### config.mk
export PLATFORM = sky130hd
export DESIGN_NAME = oss_core
export DESIGN_NICKNAME = d
export VERILOG_FILES = /design/src/core/oss_pkg.sv /design/src/core/oss_core.sv
export SDC_FILE = /design/constraint.sdc
export NUM_CORES = 1
export LEC_CHECK = 0
export ABC_AREA = 1
export ABC_CLOCK_PERIOD_IN_PS = 2100
export BUFFER_PORTS_ARGS = -buffer_cell sky130_fd_sc_hd__buf_2
export CORE_MARGIN = 10
export CORE_UTILIZATION = 34
export CTS_CLUSTER_DIAMETER = 40
export DETAILED_ROUTE_END_ITERATION = 7
export GPL_ROUTABILITY_DRIVEN = 0
export PLACE_DENSITY = 0.49
export SYNTH_ARGS = -nofsm -noshare
export SYNTH_HDL_FRONTEND = slang
export SYNTH_SLANG_ARGS = --single-unit
### constraint.sdc
create_clock -name i_clk -period 2.1 [get_ports i_clk]
set_clock_uncertainty 0.15 [all_clocks]
set_input_delay 0.21 -clock i_clk [delete_from_list [all_inputs] [get_ports i_clk]]
set_output_delay 0.21 -clock i_clk [all_outputs]
set_load 0.01 [all_outputs]
### src/core/oss_pkg.sv
/*
 Constants for the oscillator source select block: register
 offsets, field positions, reset values, channel indices and
 start-up edge counts. Assumes an 8-bit register port.
*/
package oss_pkg;
	// ==========================================================
	// Register port
	localparam int          ADDR_W   = 3;
	localparam int          DATA_W   = 8;
	localparam logic [2:0]  A_SYSCTL = 3'h0;
	localparam logic [2:0]  A_FRCCTL = 3'h1;
	localparam logic [2:0]  A_FXTCTL = 3'h2;
	localparam logic [2:0]  A_SXTCTL = 3'h3;
	localparam logic [2:0]  A_PINCTL = 3'h4;
	// ==========================================================
	// System clock control fields
	localparam int          B_CKS_HI = 7;
	localparam int          B_CKS_LO = 5;
	localparam int          B_FHS    = 3;
	localparam int          B_FSS    = 2;
	localparam int          B_FHID   = 1;
	localparam int          B_FSID   = 0;
	localparam logic [7:0]  SYSCTL_RST = 8'h00;
	localparam logic [7:0]  SYSCTL_WM  = 8'hef;
	localparam logic [2:0]  CKS_SUB  = 3'h7;
	localparam logic [2:0]  CKS_DIV1 = 3'h0;
	// ==========================================================
	// Oscillator control fields
	localparam int          B_EN     = 0;
	localparam int          B_RDY    = 1;
	localparam int          B_FRQ_LO = 2;
	localparam int          B_FRQ_HI = 3;
	localparam int          B_XTPS   = 0;
	localparam logic [1:0]  FRQ_4M   = 2'h0;
	localparam logic [1:0]  FRQ_8M   = 2'h1;
	localparam logic [1:0]  FRQ_12M  = 2'h2;
	localparam logic [1:0]  FRQ_RST  = FRQ_4M;
	localparam logic        FRC_EN_RST = 1'b1;
	// ==========================================================
	// Oscillator channels and start-up edge counts
	localparam int          N_OSC    = 4;
	localparam int          OSC_FXT  = 0;
	localparam int          OSC_FRC  = 1;
	localparam int          OSC_SXT  = 2;
	localparam int          OSC_SRC  = 3;
	localparam int          START_W  = 11;
	localparam logic [10:0] START_EDGES [N_OSC] =
		'{11'h400, 11'h010, 11'h400, 11'h010};
	localparam int          DIV_W    = 6;
endpackage

### src/core/oss_core.sv
/*
 Oscillator source select and system clock generation.
 Assumes the four oscillator outputs arrive as free levels
 from analog cells outside the i_clk domain, sampled at 20 MHz,
 and that halt, wake and watchdog enable come from i_clk logic.
*/
// Functional notes
// Four oscillators: two fast, two slow
// Fast RC has 4/8/12 MHz, no pins
// Slow sources: 32 kHz RC, 32.768 kHz crystal
// Three-bit field picks fast or slow, dynamically
// Separate select bits for fast and slow
// Same field sets system clock divider
// Always one fast and one slow source
// Oscillators also feed watchdog and time base
// Slow crystal starts on enable, then delay
// Sleep/idle stop system clock, timers may run; o_sysclk runs on in halt if the current path's idle-enable bit is set
// Pin-share bits free crystal pins for I/O
// Fast clock divided by 1 to 64
// Idle-enable bits choose sleep or idle variant
// Source and divider changes are glitch-free
// Ready flag per oscillator gates switching
`timescale 1ns/100ps
module oss_core (
	input  wire logic                       i_clk,
	input  wire logic                       i_nrst,
	input  wire logic                       i_fast_crystal_osc,
	input  wire logic                       i_fast_internal_rc,
	input  wire logic                       i_slow_crystal_osc,
	input  wire logic                       i_slow_internal_rc,
	input  wire logic [oss_pkg::ADDR_W-1:0] i_addr,
	input  wire logic [oss_pkg::DATA_W-1:0] i_wdata,
	input  wire logic                       i_wr,
	input  wire logic                       i_rd,
	input  wire logic                       i_halt,
	input  wire logic                       i_wake,
	input  wire logic                       i_wdt_en,
	output logic      [oss_pkg::DATA_W-1:0] o_rdata,
	output logic                            o_sysclk,
	output logic                            o_fast_clk,
	output logic                            o_sub_clk,
	output logic                            o_slow_internal_rc_clk,
	output logic                            o_fxt_en,
	output logic                            o_frc_en,
	output logic                            o_sxt_en,
	output logic                            o_src_en,
	output logic      [1:0]                 o_frc_freq,
	output logic                            o_xt_pins_osc,
	output logic                            o_cpu_run
);
	import oss_pkg::*;

	// ==========================================================
	// Registers and their next values
	logic [7:0]         sysctl, next_sysctl;
	logic [1:0]         frq, next_frq;
	logic               frc_en, next_frc_en;
	logic               fxt_en, next_fxt_en;
	logic               sxt_en, next_sxt_en;
	logic               xtps, next_xtps;
	logic [DATA_W-1:0]  next_rdata;
	logic [N_OSC-1:0]   osc_in, lvl, rise, rdy, en;
	logic               halted, next_halted;
	logic [2:0]         cur_cks, next_cks;
	logic               cur_fhs, next_fhs;
	logic               cur_fss, next_fss;
	logic               hold, next_hold;
	logic               sys_run, next_run;
	logic [DIV_W-1:0]   div_cnt, next_div;
	logic               next_sys;
	logic               fast_lvl, sub_lvl, fast_rise, sub_rise;
	logic               fast_need, slow_need, path, sw, sys_req;
	logic               req_rdy, sxt_used;
	logic [2:0]         req_cks;

	assign osc_in = {i_slow_internal_rc, i_slow_crystal_osc,
		i_fast_internal_rc, i_fast_crystal_osc};
	assign req_cks = sysctl[B_CKS_HI:B_CKS_LO];

	// ==========================================================
	// Per-oscillator sampler and start-up counter
	// Three-stage sampler; a level counts once stages 2 and 3 agree
	for (genvar g = 0; g < N_OSC; g++) begin : g_osc
		logic [2:0]         smp;
		logic               nl, nr, nrdy;
		logic [START_W-1:0] cnt, ncnt;
		always_comb begin
			nl = (smp[1] == smp[2]) ? smp[2] : lvl[g];
			nr = nl & ~lvl[g];
			ncnt = cnt;
			if (!en[g])
				ncnt = '0;
			else if (nr && !rdy[g])
				ncnt = cnt + 1'b1;
			nrdy = en[g] && (ncnt == START_EDGES[g]);
		end
		always_ff @(posedge i_clk or negedge i_nrst) begin
			if (!i_nrst) begin
				smp     <= '0;
				lvl[g]  <= 1'b0;
				rise[g] <= 1'b0;
				cnt     <= '0;
				rdy[g]  <= 1'b0;
			end else begin
				smp     <= {smp[1:0], osc_in[g]};
				lvl[g]  <= nl;
				rise[g] <= nr;
				cnt     <= ncnt;
				rdy[g]  <= nrdy;
			end
		end
	end

	// ==========================================================
	// Register port: writes, reads and halt state
	always_comb begin
		next_sysctl = sysctl;
		next_frq    = frq;
		next_frc_en = frc_en;
		next_fxt_en = fxt_en;
		next_sxt_en = sxt_en;
		next_xtps   = xtps;
		next_rdata  = '0;
		if (i_wr) begin
			case (i_addr)
				A_SYSCTL: next_sysctl = i_wdata & SYSCTL_WM;
				A_FRCCTL: begin
					next_frq    = i_wdata[B_FRQ_HI:B_FRQ_LO];
					next_frc_en = i_wdata[B_EN];
				end
				A_FXTCTL: next_fxt_en = i_wdata[B_EN];
				A_SXTCTL: next_sxt_en = i_wdata[B_EN];
				A_PINCTL: next_xtps   = i_wdata[B_XTPS];
				default: ;
			endcase
		end
		if (i_rd) begin
			case (i_addr)
				A_SYSCTL: next_rdata = sysctl;
				A_FRCCTL: next_rdata = {4'h0, frq, rdy[OSC_FRC], frc_en};
				A_FXTCTL: next_rdata = {6'h00, rdy[OSC_FXT], fxt_en};
				A_SXTCTL: next_rdata = {6'h00, rdy[OSC_SXT], sxt_en};
				A_PINCTL: next_rdata = {7'h00, xtps};
				default:  next_rdata = '0;
			endcase
		end
		// Wake wins over halt so an early wake is not lost
		next_halted = halted;
		if (i_halt)
			next_halted = 1'b1;
		if (i_wake)
			next_halted = 1'b0;
	end

	always_ff @(posedge i_clk or negedge i_nrst) begin
		if (!i_nrst) begin
			sysctl  <= SYSCTL_RST;
			frq     <= FRQ_RST;
			frc_en  <= FRC_EN_RST;
			fxt_en  <= 1'b0;
			sxt_en  <= 1'b0;
			xtps    <= 1'b0;
			o_rdata <= '0;
			halted  <= 1'b0;
		end else begin
			sysctl  <= next_sysctl;
			frq     <= next_frq;
			frc_en  <= next_frc_en;
			fxt_en  <= next_fxt_en;
			sxt_en  <= next_sxt_en;
			xtps    <= next_xtps;
			o_rdata <= next_rdata;
			halted  <= next_halted;
		end
	end

	// ==========================================================
	// Oscillator enables and clock outputs
	// Halt keeps each path only if its idle-enable bit is set; i_wdt_en alone keeps the slow RC and o_slow_internal_rc_clk running
	always_comb begin
		fast_need = !halted || sysctl[B_FHID];
		slow_need = !halted || sysctl[B_FSID];
		// Requested fast source is started so a switch can finish
		en[OSC_FXT] = fast_need && (fxt_en || sysctl[B_FHS]);
		en[OSC_FRC] = fast_need && (frc_en || !sysctl[B_FHS]);
		// Slow crystal never starts without its enable bit
		en[OSC_SXT] = slow_need && sxt_en;
		en[OSC_SRC] = slow_need || i_wdt_en;
		sxt_used    = sxt_en || cur_fss;
	end

	always_ff @(posedge i_clk or negedge i_nrst) begin
		if (!i_nrst) begin
			o_fast_clk    <= 1'b0;
			o_sub_clk     <= 1'b0;
			o_slow_internal_rc_clk    <= 1'b0;
			o_fxt_en      <= 1'b0;
			o_frc_en      <= 1'b0;
			o_sxt_en      <= 1'b0;
			o_src_en      <= 1'b0;
			o_frc_freq    <= FRQ_RST;
			o_xt_pins_osc <= 1'b0;
			o_cpu_run     <= 1'b0;
		end else begin
			o_fast_clk    <= fast_need && fast_lvl;
			o_sub_clk     <= slow_need && sub_lvl;
			o_slow_internal_rc_clk    <= en[OSC_SRC] && lvl[OSC_SRC];
			o_fxt_en      <= en[OSC_FXT];
			o_frc_en      <= en[OSC_FRC];
			o_sxt_en      <= en[OSC_SXT];
			o_src_en      <= en[OSC_SRC];
			o_frc_freq    <= frq;
			o_xt_pins_osc <= xtps || sxt_used;
			o_cpu_run     <= !halted;
		end
	end

	// ==========================================================
	// System clock source switch and divider
	// A switch lands only while the output is and stays low, then
	// holds low until the new source rises: no short pulse
	always_comb begin
		fast_lvl  = cur_fhs ? lvl[OSC_FXT] : lvl[OSC_FRC];
		fast_rise = cur_fhs ? rise[OSC_FXT] : rise[OSC_FRC];
		sub_lvl   = cur_fss ? lvl[OSC_SXT] : lvl[OSC_SRC];
		sub_rise  = cur_fss ? rise[OSC_SXT] : rise[OSC_SRC];
		next_div  = fast_rise ? div_cnt + 1'b1 : div_cnt;
		if (cur_cks == CKS_SUB)
			path = sub_lvl;
		else if (cur_cks == CKS_DIV1)
			path = fast_lvl;
		else
			path = div_cnt[cur_cks - 3'h1];
		req_rdy = rdy[sysctl[B_FHS] ? OSC_FXT : OSC_FRC] &&
			rdy[sysctl[B_FSS] ? OSC_SXT : OSC_SRC];
		sys_req = !halted || ((cur_cks == CKS_SUB) ?
			sysctl[B_FSID] : sysctl[B_FHID]);
		sw = req_rdy && !o_sysclk && !path && ({req_cks,
			sysctl[B_FHS], sysctl[B_FSS]} !=
			{cur_cks, cur_fhs, cur_fss});
		next_cks  = cur_cks;
		next_fhs  = cur_fhs;
		next_fss  = cur_fss;
		next_hold = hold;
		next_run  = sys_run;
		if (sw) begin
			next_cks  = req_cks;
			next_fhs  = sysctl[B_FHS];
			next_fss  = sysctl[B_FSS];
			next_hold = 1'b1;
			next_div  = '0;
		end else if (hold && (cur_cks == CKS_SUB ?
				sub_rise : fast_rise)) begin
			next_hold = 1'b0;
		end
		// Gate off only at a low phase; restart through hold
		if (!sys_req && !o_sysclk && !path)
			next_run = 1'b0;
		else if (sys_req && !sys_run) begin
			next_run  = 1'b1;
			next_hold = 1'b1;
		end
		next_sys = sys_run && !hold && path;
	end

	always_ff @(posedge i_clk or negedge i_nrst) begin
		if (!i_nrst) begin
			cur_cks  <= CKS_DIV1;
			cur_fhs  <= 1'b0;
			cur_fss  <= 1'b0;
			hold     <= 1'b1;
			sys_run  <= 1'b1;
			div_cnt  <= '0;
			o_sysclk <= 1'b0;
		end else begin
			cur_cks  <= next_cks;
			cur_fhs  <= next_fhs;
			cur_fss  <= next_fss;
			hold     <= next_hold;
			sys_run  <= next_run;
			div_cnt  <= next_div;
			o_sysclk <= next_sys;
		end
	end
endmodule

==> results.txt <==
WL/cell: 12.4 um
Post-route ant nets: 0
Worst slew margin: 0.658
Setup crit start kind: flip-flop
Mux cell area share after synthesis: 0
Die width: 149 um
Crit path time final: 1.91 ns
Die area: 0.0222 mm^2
Avg Vias per Cell: 4.53
Crit path top cell by count: nand2_1
Area Overhead vs Synth: 24.4%
Class of the worst hold path: input pin to flip-flop
Sw Ratio: 0.278
Met2 WL: 5.93 mm
Power density cells: 1090 mW/mm^2
Critical Path RT: 2.25 ns
Die Y: 149 um
Vias in the first global route: 4607
Yosys warns: 0
Setup crit end kind: flip-flop
Via count: 4602
Drt first-iter violations: 252
Layout cell share with drive strength beyond 1: 0.144
Core Util, Final: 0.427
Final TNS setup: 0 ns
Critical Path AT: 2.06 ns
Final hold slack: 0.0237 ns
Register area share after synthesis: 0.505
Mapped Area: 0.00566 mm^2
CTS buffer count: 17
Routed WL: 12.6 mm
Largest stage delay on the critical path: 0.38 ns
CTS tree: built
Slowest-stage cell, CP: dfrtp_1
Leading post-synthesis cells by cell area: dfrtp_1, nand2_1, inv_1
Detail Route met3 WL: 493 um
CTS clk-pin slew, worst paths: 0.05 ns
Number of fill cells: 1643
Clock Latency Late Sink: 0.42 ns
Launch point of the worst reg-to-reg path: cur_cks[0]
Max_cap viols: 0
Most frequent cells in the layout: nand2_1, inv_1, dfrtp_1, nor2_1, nand3_1
Post-Synthesis Cells: 707
Crit-path cells: inv_1 -> ha_1 -> o211ai_1 -> nand2_1 -> nand2_1 -> nand2_1 -> o21ai_4 -> nand3_4 -> nand2_1 -> nand2_1
Start point of the critical path: cur_cks[0]
CP Max Fanout: 12
Core area: 0.0165 mm^2
WHS Path Cells: 4
Fmax: 524 MHz
Boundary Pins: 42
Multi-input gate area: 0.00222 mm^2
Gr usage total: 0.123
LEAKAGE: 0.00374 uW
Post-synthesis cell type count: 42
Worst r2r path cells: 10
Status: completed
Antenna violations before repair: 1
FP Rows: 47
Nets: 813
Total gr overflow: 0
Clk network pwr share: 0.451
H-tree depth: 4
Fin crit share: 0.909
Post-synth top area share: 0.491
Peak supply drop: 0.765 mV
DP HPWL: 9.28 mm
Root buf cell: clkbuf_16
Initial Util: 0.343
Critical path type: flip-flop to flip-flop
Reg area: 0.00286 mm^2
M1 wire length: 6.03 mm
Post-CTS setup buffers: 0
Total clock sinks: 114
Synth area leader: dfrtp_1
Number of inserted diodes: 0
RSZ-0062 raised after global routing: false
Post-Synth Adder-Cell Area: 0.0212
Xor/xnor share of the synthesized area: 0.0124
Pre-Repair DR Iteration Count: 4
Post-route DRC: 0
Longest Clk Path Bufs: 2
Post-synthesis compound-gate area fraction: 0.0670
P_sw: 2120 uW
Most common cell after layout, fill and taps aside: nand2_1
Largest family of logic cells by synthesized area: simple AND/OR/NAND/NOR gates
Final setup violation count: 0
Sequential fraction of design power: 0.359
First-pass GRT wire length: 22.1 mm
Synthesis-stage register bit count: 114
Fin. Hold Viols: 0
Max Used Layer: met5
Post-Synth Simple-Gate Area: 0.291
Post-CTS Resized: 0
Int Pwr: 5530 uW
Post-synth net total: 737
Comb pwr share: 0.190
Worst Hold Launch: i_addr[1]
Largest net degree at the start of global routing: 58
Worst Tran Pin Value: 0.512 ns
Synthesized area per cell: 8.00 um^2
IO Port Bufs: 39
Final Slew Violations: 0
## power by group through the flow
stage	sequential [uW]	clock [uW]	combinational (uW)
3_5_place_dp	2780	0	1440
5_1_grt	2790	3650	1670
4_1_cts	2750	3550	1470
2_1_floorplan	2760	0	964
3_3_place_gp	2780	0	1420
6_report	2750	3450	1450
## metal layers
layer,up-vias,track usage
li1,2368,-
met1,2164,0.154
met2,55,0.194
met3,13,0.0379
met4,2,0.0520
met5,-,0
## cell families after synthesis
logic type	Yosys count
simple gates	362
buf+inv	148
flops	114
compound gates	64
fa+ha+maj	10
xor+xnor	8
other cells	1
## through the flow
| step | std cells | power [uW] | setup WS [ns] | cell area [um^2] |
|---|---|---|---|---|
| floorplan | 707 | 3720 | 0.169 | 5660 |
| CTS | 1016 | 7780 | 0.176 | 7040 |
| finish | 1016 | 7650 | 0.190 | 7040 |
| global placement | 967 | 4200 | 0.204 | 6160 |
| global route | 1016 | 8120 | 0.0151 | 7040 |
| detailed placement | 967 | 4230 | 0.181 | 6160 |
## worst paths after layout
| kind | endpoint | slack, ns |
|---|---|---|
| max | cur_cks[1] | 0.19 |
| min | xtps | 0.02 |
| max reg2reg | cur_cks[1] | 0.19 |
| min reg2reg | g_osc[2].smp[1] | 0.19 |
| max in group asynchronous | frc_en | 1.01 |
| min in group asynchronous | g_osc[0].cnt[6] | 0.13 |
## sequential cells by signal, summed over array words and instances (netlist names), 3 cells and up
signal and cells:
rise 4, sysctl 7, lvl 4, g_osc.cnt 44
div_cnt 6, rdy 4, g_osc.smp 12, o_rdata 7
cur_cks 3
## Yosys cell counts
cell       count
nand3_1       66
nand2_1      178
a31o_2         1
nand4_1       18
or2_2          1
and3_1         2
dfrtp_1      111
nor2_2         4
and2_1         1
ha_1           8
o21ai_1        2
o221ai_1       1
inv_1        132
nor2_4         4
nand3b_1       3
o211ai_1       2
a211oi_1       1
a21oi_1       22
xor2_1         5
buf_4          3
maj3_1         2
nor3_4         3
nand3_4        1
buf_6          1
o21ai_2        2
clkbuf_1       1
xnor2_1        3
dfstp_2        3
nand2_2        3
o21ai_0       22
conb_1         1
buf_2          4
o2111ai_1      1
nor2_1        66
inv_2          7
o21ai_4        1
o21bai_1       6
nand3_2        3
o22ai_1        2
nor3_1         7
a221oi_1       1
nor3_2         2
## layout make-up
| cell class | count | area share |
|---|---|---|
| Tap cell | 220 | 0.0391 |
| Multi-Input combinational cell | 445 | 0.315 |
| Clock inverter | 10 | 0.0320 |
| Timing Repair Buffer | 66 | 0.0647 |
| Clock buffer | 22 | 0.0688 |
| Sequential cell | 114 | 0.406 |
| Inverter | 139 | 0.0741 |
## worst max-delay path, delay by kind of cell, from the launching register on
family          cells  cell delay (ns)
compound gates      2             0.30
fa+ha+maj           1             0.28
buf+inv             1             0.15
flops               1             0.38
simple gates        6             0.54
## what timing repair did
item / 4_1_cts / 5_1_grt
endpoints found under the setup margin: 0 / 0
hold endpoints to repair: 137 / 0
hold buffers: 17 / 0
Power figures use the tool's default switching activity.
